### config.mk
export PLATFORM = sky130hd
export DESIGN_NAME = sresc_ctrl
export DESIGN_NICKNAME = d
export VERILOG_FILES = /design/src/hdl/sresc_pkg.sv /design/src/hdl/sresc_ctrl.sv
export SDC_FILE = /design/constraint.sdc
export NUM_CORES = 1
export LEC_CHECK = 0
export BUFFER_PORTS_ARGS = -buffer_cell sky130_fd_sc_hd__buf_2
export CAP_MARGIN = 20
export CORE_ASPECT_RATIO = 1.5
export CORE_MARGIN = 1.5
export CORE_UTILIZATION = 40
export CTS_CLUSTER_SIZE = 16
export DETAILED_ROUTE_END_ITERATION = 7
export GPL_TIMING_DRIVEN = 0
export PLACE_DENSITY = 0.71
export SYNTH_ARGS = -nofsm -noshare
export SYNTH_HDL_FRONTEND = slang
export SYNTH_SLANG_ARGS = --single-unit
### constraint.sdc
create_clock -name clk -period 2 [get_ports clk]
set_clock_uncertainty 0.1 [all_clocks]
set_input_delay 0.1 -clock clk [delete_from_list [all_inputs] [get_ports clk]]
set_output_delay 0.1 -clock clk [all_outputs]
set_load 0.02 [all_outputs]
### src/hdl/sresc_pkg.sv
// shared constants and carriers for the slave response and eeprom control block
package sresc_pkg;
  localparam logic [7:0] CTRL_OFFSET = 8'h50;
  localparam int DATA_W = 32;
  // bit positions inside the control register
  localparam int BIT_RD_NO_FLUSH = 16;
  localparam int BIT_RD_NO_WRITE = 17;
  localparam int BIT_WR_RELEASE = 18;
  localparam int BIT_RETRY_LO = 19;
  localparam int RETRY_W = 4;
  localparam int BIT_LOCK_EN = 23;
  localparam int BIT_EE_CLK = 24;
  localparam int BIT_EE_CS = 25;
  localparam int BIT_EE_WDATA = 26;
  localparam int BIT_EE_RDATA = 27;
  localparam int BIT_EE_VALID = 28;
  localparam int BIT_RELOAD = 29;
  localparam int BIT_SW_RESET = 30;
  localparam int BIT_REVISION = 31;
  // byte lanes that hold the upper half
  localparam int LANE_LOW_FIELDS = 2;
  localparam int LANE_EE_FIELDS = 3;
  // retry delay field counts in units of this many clocks
  localparam int RETRY_MULT = 8;
  localparam int TIMER_W = 7;
  localparam int SYNC_W = 2;
  localparam logic [TIMER_W-1:0] TIMER_MAX = 7'h7F;

  typedef struct packed {
    logic rd_no_flush;
    logic rd_no_write;
    logic wr_release;
    logic [RETRY_W-1:0] retry_dly;
    logic lock_en;
    logic ee_clk;
    logic ee_cs;
    logic ee_wdata;
    logic ee_valid;
    logic reload;
    logic sw_reset;
  } sresc_ctrl_type;

  localparam sresc_ctrl_type CTRL_RESET = '0;

  typedef struct packed {
    sresc_ctrl_type ctrl;
    logic [SYNC_W-1:0] ee_sync;
    logic [TIMER_W-1:0] timer;
    logic retry;
    logic reload_pulse;
    logic [DATA_W-1:0] rdata;
  } sresc_state_type;

  // register access request from the pci target
  typedef struct packed {
    logic wr;
    logic rd;
    logic [7:0] addr;
    logic [3:0] be;
    logic [DATA_W-1:0] wdata;
  } sresc_req_type;

  // direct slave cycle status from the target datapath
  typedef struct packed {
    logic active;
    logic is_write;
    logic read_pending;
    logic wr_fifo_full;
    logic rd_data_ready;
    logic rd_complete;
    logic delayed_read_mode;
  } sresc_slave_type;

  // response controls back to the target datapath
  typedef struct packed {
    logic rd_fifo_flush;
    logic write_retry;
    logic write_disconnect;
    logic write_trdy_hold;
    logic read_disconnect;
    logic read_prefetch;
    logic read_trdy_hold;
    logic lock_enable;
  } sresc_resp_type;
endpackage : sresc_pkg

### src/hdl/sresc_ctrl.sv
// upper half of the target control register: slave response, eeprom bit-bang, resets
`timescale 1ns/1ns
// What this block does
// - read-ahead bit set keeps read fifo after a read completes, else flush
// - read-pending write-block bit set retries every write while a read pends
// - write release bit set disconnects the write when write fifo fills
// - write release bit clear holds trdy off until write fifo has room
// - retry issued after retry delay field times eight clocks of a slave cycle
// - delay counts for reads only without delayed read, writes only without block
// - lock enable bit set honours locked sequences, clear refuses them
// - eeprom clock output follows its control bit; software toggles edges
// - eeprom chip select output follows its control bit
// - eeprom serial data output follows the write data bit
// - read data bit shows eeprom serial output; writes to it do nothing
// - read-only eeprom valid bit shows a valid eeprom was found
// - writing one over a zero reload bit starts a configuration reload
// - software reset bit holds logic reset, asserts local reset, floats local bus
// - software reset stays until the host writes the bit back to zero
// - software reset leaves configuration register contents unchanged
// - delayed read mode disconnects and prefetches, else stalls trdy until data
module sresc_ctrl #(
  // arbitrary value, not tied to any part
  parameter logic REVISION = 1'b0
) (
  // clock and reset
  input wire logic clk,
  input wire logic resetn,
  // register access
  input wire sresc_pkg::sresc_req_type req,
  output logic [sresc_pkg::DATA_W-1:0] rdata,
  // slave cycle status and response
  input wire sresc_pkg::sresc_slave_type slave,
  output sresc_pkg::sresc_resp_type resp,
  output logic retry_issue,
  // eeprom pins and loader
  output logic eeprom_serial_clock_out,
  output logic eeprom_chip_select_out,
  output logic eeprom_serial_data_out,
  input wire logic eeprom_serial_data_in,
  input wire logic eeprom_valid_set,
  input wire logic eeprom_valid_clr,
  output logic reload_start,
  // local bus reset
  output logic local_bus_reset_n,
  output logic local_bus_float
);
  sresc_pkg::sresc_state_type st_q;
  sresc_pkg::sresc_state_type st_d;
  logic wr_hit;
  logic rd_hit;
  logic lane_lo;
  logic lane_ee;
  logic retry_applies;
  logic [sresc_pkg::TIMER_W-1:0] retry_clocks;
  logic run;

  function automatic logic [sresc_pkg::DATA_W-1:0] pack_rdata(
    input sresc_pkg::sresc_ctrl_type c,
    input logic ee_in,
    input logic rev
  );
    logic [sresc_pkg::DATA_W-1:0] v;
    v = '0;
    v[sresc_pkg::BIT_RD_NO_FLUSH] = c.rd_no_flush;
    v[sresc_pkg::BIT_RD_NO_WRITE] = c.rd_no_write;
    v[sresc_pkg::BIT_WR_RELEASE] = c.wr_release;
    v[sresc_pkg::BIT_RETRY_LO +: sresc_pkg::RETRY_W] = c.retry_dly;
    v[sresc_pkg::BIT_LOCK_EN] = c.lock_en;
    v[sresc_pkg::BIT_EE_CLK] = c.ee_clk;
    v[sresc_pkg::BIT_EE_CS] = c.ee_cs;
    v[sresc_pkg::BIT_EE_WDATA] = c.ee_wdata;
    v[sresc_pkg::BIT_EE_RDATA] = ee_in;
    v[sresc_pkg::BIT_EE_VALID] = c.ee_valid;
    v[sresc_pkg::BIT_RELOAD] = c.reload;
    v[sresc_pkg::BIT_SW_RESET] = c.sw_reset;
    v[sresc_pkg::BIT_REVISION] = rev;
    return v;
  endfunction : pack_rdata

  assign wr_hit = req.wr && (req.addr == sresc_pkg::CTRL_OFFSET);
  assign rd_hit = req.rd && (req.addr == sresc_pkg::CTRL_OFFSET);
  assign lane_lo = wr_hit && req.be[sresc_pkg::LANE_LOW_FIELDS];
  assign lane_ee = wr_hit && req.be[sresc_pkg::LANE_EE_FIELDS];
  // operating logic stops while software reset is held
  assign run = !st_q.ctrl.sw_reset;
  assign retry_clocks = sresc_pkg::TIMER_W'(st_q.ctrl.retry_dly * sresc_pkg::RETRY_MULT);
  // field value zero is read as no timeout
  assign retry_applies = slave.is_write ? !st_q.ctrl.rd_no_write
                                        : !slave.delayed_read_mode;

  always_comb begin
    st_d = st_q;
    st_d.reload_pulse = 1'b0;
    st_d.retry = 1'b0;
    // first stage feeds only the second
    st_d.ee_sync = {st_q.ee_sync[0], eeprom_serial_data_in};
    if (lane_lo) begin
      st_d.ctrl.rd_no_flush = req.wdata[sresc_pkg::BIT_RD_NO_FLUSH];
      st_d.ctrl.rd_no_write = req.wdata[sresc_pkg::BIT_RD_NO_WRITE];
      st_d.ctrl.wr_release = req.wdata[sresc_pkg::BIT_WR_RELEASE];
      st_d.ctrl.retry_dly[0] = req.wdata[sresc_pkg::BIT_RETRY_LO];
    end
    if (lane_ee) begin
      st_d.ctrl.retry_dly[sresc_pkg::RETRY_W-1:1] =
        req.wdata[sresc_pkg::BIT_LOCK_EN-1:sresc_pkg::BIT_RETRY_LO+1];
      st_d.ctrl.lock_en = req.wdata[sresc_pkg::BIT_LOCK_EN];
      st_d.ctrl.ee_clk = req.wdata[sresc_pkg::BIT_EE_CLK];
      st_d.ctrl.ee_cs = req.wdata[sresc_pkg::BIT_EE_CS];
      st_d.ctrl.ee_wdata = req.wdata[sresc_pkg::BIT_EE_WDATA];
      st_d.ctrl.reload = req.wdata[sresc_pkg::BIT_RELOAD];
      // only the host clears it, never the block itself
      st_d.ctrl.sw_reset = req.wdata[sresc_pkg::BIT_SW_RESET];
      st_d.reload_pulse = req.wdata[sresc_pkg::BIT_RELOAD] && !st_q.ctrl.reload;
    end
    // valid flag is hardware owned; a set beats a clear
    if (eeprom_valid_set) begin
      st_d.ctrl.ee_valid = 1'b1;
    end else if (eeprom_valid_clr) begin
      st_d.ctrl.ee_valid = 1'b0;
    end
    if (rd_hit) begin
      st_d.rdata = pack_rdata(st_q.ctrl, st_q.ee_sync[1], REVISION);
    end
    // timer is operating logic: cleared by software reset, registers are not
    if (!run || !slave.active) begin
      st_d.timer = '0;
    end else begin
      if (st_q.timer != sresc_pkg::TIMER_MAX) begin
        st_d.timer = st_q.timer + 1'b1;
      end
      st_d.retry = retry_applies && (retry_clocks != '0)
                   && (st_q.timer == retry_clocks - 1'b1);
    end
  end

  always_ff @(posedge clk or negedge resetn) begin
    if (!resetn) begin
      st_q.ctrl <= sresc_pkg::CTRL_RESET;
      st_q.ee_sync <= '0;
      st_q.timer <= '0;
      st_q.retry <= 1'b0;
      st_q.reload_pulse <= 1'b0;
      st_q.rdata <= '0;
    end else begin
      st_q <= st_d;
    end
  end

  // responses are handshake terms, gated off during software reset
  always_comb begin
    resp = '0;
    if (run) begin
      resp.rd_fifo_flush = slave.rd_complete && !st_q.ctrl.rd_no_flush;
      resp.write_retry = slave.active && slave.is_write
                         && st_q.ctrl.rd_no_write && slave.read_pending;
      resp.write_disconnect = slave.active && slave.is_write && !resp.write_retry
                              && slave.wr_fifo_full && st_q.ctrl.wr_release;
      resp.write_trdy_hold = slave.active && slave.is_write && !resp.write_retry
                             && slave.wr_fifo_full && !st_q.ctrl.wr_release;
      resp.read_disconnect = slave.active && !slave.is_write
                             && slave.delayed_read_mode && !slave.rd_data_ready;
      resp.read_prefetch = resp.read_disconnect;
      resp.read_trdy_hold = slave.active && !slave.is_write
                            && !slave.delayed_read_mode && !slave.rd_data_ready;
      resp.lock_enable = st_q.ctrl.lock_en;
    end
  end

  assign rdata = st_q.rdata;
  assign retry_issue = st_q.retry;
  assign reload_start = st_q.reload_pulse;
  assign eeprom_serial_clock_out = st_q.ctrl.ee_clk;
  assign eeprom_chip_select_out = st_q.ctrl.ee_cs;
  assign eeprom_serial_data_out = st_q.ctrl.ee_wdata;
  // pci reset does not appear as local reset: ctrl clears to zero at once, so local_bus_reset_n stays high
  assign local_bus_reset_n = !st_q.ctrl.sw_reset;
  assign local_bus_float = st_q.ctrl.sw_reset;
endmodule : sresc_ctrl

==> impl_metrics.yaml <==
placement:
  numPortBuffers: 66
  hpwl_mm: 2.91
  gp_congestion: 0.758
  numPlacedInstances: 316
grt:
  grt_first_pass_wirelength_mm: 6.85
  grt_max_degree: 41
  antenna_found_initial: 0
  track_usage_pct: 15.3
  grt_overflow: 0
  grt_pass1_vias: 1508
sta:
  grt_setup_unrepaired: "no"
  max_slew_margin_pct: 41.9
  hold_violations: 0
  fmax_ghz: 0.534
  finalMaxSlewViolations: 0
  tns_ns: 0
  finalSetupViolations: 0
  period_needed_ns: 1.87
  tightest_slew_ns: 0.872
  timing.final.crit_share_pct: 93.7
worst_setup_path:
  worstRegToRegCells: 5
  r2r-end: "retry_issue"
  cp_slowest_stage_delay_ns: 0.48
  worstSetupStartpointType: "flop"
  rrSetupSlack_ns: 0.43
  critical_path.cell_chain: "inv_1 -> nand2_1 -> nor4b_2 -> buf_4 -> buf_2"
  end_kind: "primary output"
  cp_max_fo: 7
  worstSetupPathType: "flop to primary output"
  cp_data_required_time_ns: 1.80
  slowest_stage: "dfrtp_1"
  critPathCapture: "resp[3]"
  r2r-start: "st_q[50]"
  crit_start: "local_bus_float"
  arrival_ns: 1.67
floorplanning:
  die_width_um: 62.1
  core_area_um2: 5080
  io_pins: 105
  rows: 32
  start_util_pct: 41.3
  dieArea_um2: 5700
  die_y_um: 91.7
clock_tree:
  cts_hold_buf: 17
  cts-root-buf: "clkbuf_8"
  numCtsBuffers: 5
  post_cts_buffers: 0
  insertion_delay_ns: 0.29
  htree_levels: 2
  cts_tree: "done"
  clk_pin_slew_worst_paths_ns: 0.08
  max-clock-path-buffers: 2
  cts-resized-gates: 0
  cts_sinks: 40
yosys:
  synth_adder_area_share_pct: 1.19
  syn_inst: 166
  ys_dominant_reg_cell: "dfrtp_1"
  yosys.area_share.simple_pct: 10.7
  synth_edf_count: 0
  synth_xor_area_share_pct: 2.50
  ys.warnings.count: 0
  synth.distinct_cells: 36
  syn_area_per_cell_um2: 12.6
  synthMuxAreaShare_pct: 18.9
  syn-cell-area_um2: 2100
  synth-compound-area-share_pct: 4.23
  yosysSeqAreaShare_pct: 47.7
  synthArstFlopShare_pct: 100
  synth_top_family_by_area: "multiplexers"
  ys_ff_latch: 40
route:
  drtIter0Drc: 26
  num_vias: 1520
  wl_per_cell_um: 12.0
  routed_wl_mm: 4.09
  dr.pass1.iters: 4
  route.detailed.drc: 0
  ant_nets: 0
  vias_per_cell: 4.46
power_and_ir_drop:
  cellPowerDensity_nw_per_um2: 567
  peakVddDrop_mv: 0.550
  p_leak_nw: 1.55
layout:
  filler_cell_count: 465
  syn_to_final_growth_pct: 35.5
  nNetsFinal: 332
  stdcell_count: 341
  drive_gt1_share_pct: 52.4
  antenna_cells: 0
job:
  maxCapViolCount: 0
worst_hold_path:
  min_path_type: "input pin to flop"
  hold_depth: 4
run_status:
  status: "completed"
-- registers in the layout, summed over array words and instances, names as in the netlist --
name and count:
reload_start 1, retry_issue 1, st_q 18, rdata 15, eeprom_serial_clock_out 1, local_bus_float 1, eeprom_chip_select_out 1, eeprom_serial_data_out 1
st_d 1
-- cell usage after synthesis (2+ instances only) --
cell type	number	area, um^2
inv_1	5	18.8
buf_4	33	248
nor2b_1	2	12.5
nor2_1	5	18.8
mux2_2	9	101
o21ai_0	3	15.0
a21oi_1	2	10.0
ha_1	2	25.0
nand2_1	4	15.0
and4_1	3	26.3
dfrtp_1	40	1000
xnor2_1	6	52.6
mux2_4	19	285
a211oi_1	2	15.0
a31oi_1	4	25.0
nor3_1	3	15.0
nor4_1	2	12.5
nand4_1	4	25.0
-- cell usage in the layout, fill, tap and decap left out, drive strengths merged --
| cell | Yosys | layout |
|---|---|---|
| ha | 2 | 2 |
| a21oi | 2 | 2 |
| a31oi | 4 | 4 |
| and4 | 4 | 4 |
| and4bb | 1 | 1 |
| clkinv | 0 | 2 |
| mux2i | 1 | 1 |
| nor3b | 1 | 1 |
| dfrtp | 40 | 40 |
| o21ai | 3 | 3 |
| o21a | 1 | 1 |
| and3 | 1 | 1 |
| a211oi | 2 | 2 |
| nor2 | 5 | 5 |
| a21o | 1 | 1 |
| nor2b | 2 | 2 |
| nor4 | 3 | 3 |
| nand3 | 2 | 2 |
| and3b | 1 | 1 |
| a211o | 1 | 1 |
| nor3 | 3 | 3 |
| dlygate4sd3 | 0 | 17 |
| xnor2 | 6 | 6 |
| conb | 1 | 17 |
| buf | 36 | 102 |
| clkbuf | 1 | 7 |
| nand2 | 4 | 4 |
| nand4 | 4 | 4 |
| nor4b | 1 | 1 |
| mux2 | 28 | 28 |
| inv | 5 | 5 |
-- through the flow --
stage               setup WS (ns)  instance area [um^2]  power [mW]  util [%]  hold slack (ns)
floorplan                   0.164                  2160       0.973         -           -0.296
global placement            0.457                  2580        1.04      50.7            0.109
detailed placement          0.418                  2580        1.05      50.7            0.115
CTS                         0.111                  2840        1.62      55.9           0.0582
global route               0.0157                  2840        1.68      55.9           0.0889
finish                      0.126                  2840        1.61      55.9           0.0603
-- worst max-delay path, delay by kind of cell, from the launching register on --
family        cells  cell delay (ns)
simple gates      2             0.49
buf+inv           3             0.41
flops             1             0.48
-- cells by family after synthesis --
family                     Yosys count
buffers and inverters               42
DFF                                 40
and+or+nand+nor                     32
muxes                               29
AOI/OAI and AO/OA                   14
xor gates and xnor gates             6
adders and majority gates            2
other                                1
-- worst min-delay path by stage --
stage | startpoint | to | slack (ns)
finish | slave[0] | retry_issue | 0.06
global route | slave[0] | retry_issue | 0.09
CTS | slave[0] | retry_issue | 0.06
detailed placement | eeprom_serial_data_in | st_d[42] | 0.11
global placement | eeprom_serial_data_in | st_d[42] | 0.11
floorplan | resetn | eeprom_chip_select_out | -0.30
-- final cells by class --
cell class	count	area [um^2]	share of cell area (%)
timing repair buffer	83	500	17.6
inverter	5	18.8	0.660
multi-input combinational	100	857	30.1
clock inverter	2	10.0	0.352
tap	68	85.1	2.99
clock buffer	6	82.6	2.90
buffer	37	288	10.1
sequential	40	1000	35.2
-- power breakdown --
part / leakage [nW] / total, mW / switching (mW) / internal [mW]
registers: 0.547 / 0.842 / 0.0156 / 0.826
logic: 0.949 / 0.215 / 0.105 / 0.110
clock network: 0.0510 / 0.555 / 0.279 / 0.275
total: 1.55 / 1.61 / 0.400 / 1.21
-- routing by layer --
metal / track usage, % / wire length (um) / vias to the layer above
met3: 3.07 / 206 / 8
met1: 17.3 / 1640 / 709
li1: - / - / 744
met2: 27.4 / 2150 / 59
met5: 0 / 0 / -
met4: 7.22 / 95 / 0
(Power assumes the default switching activity.)
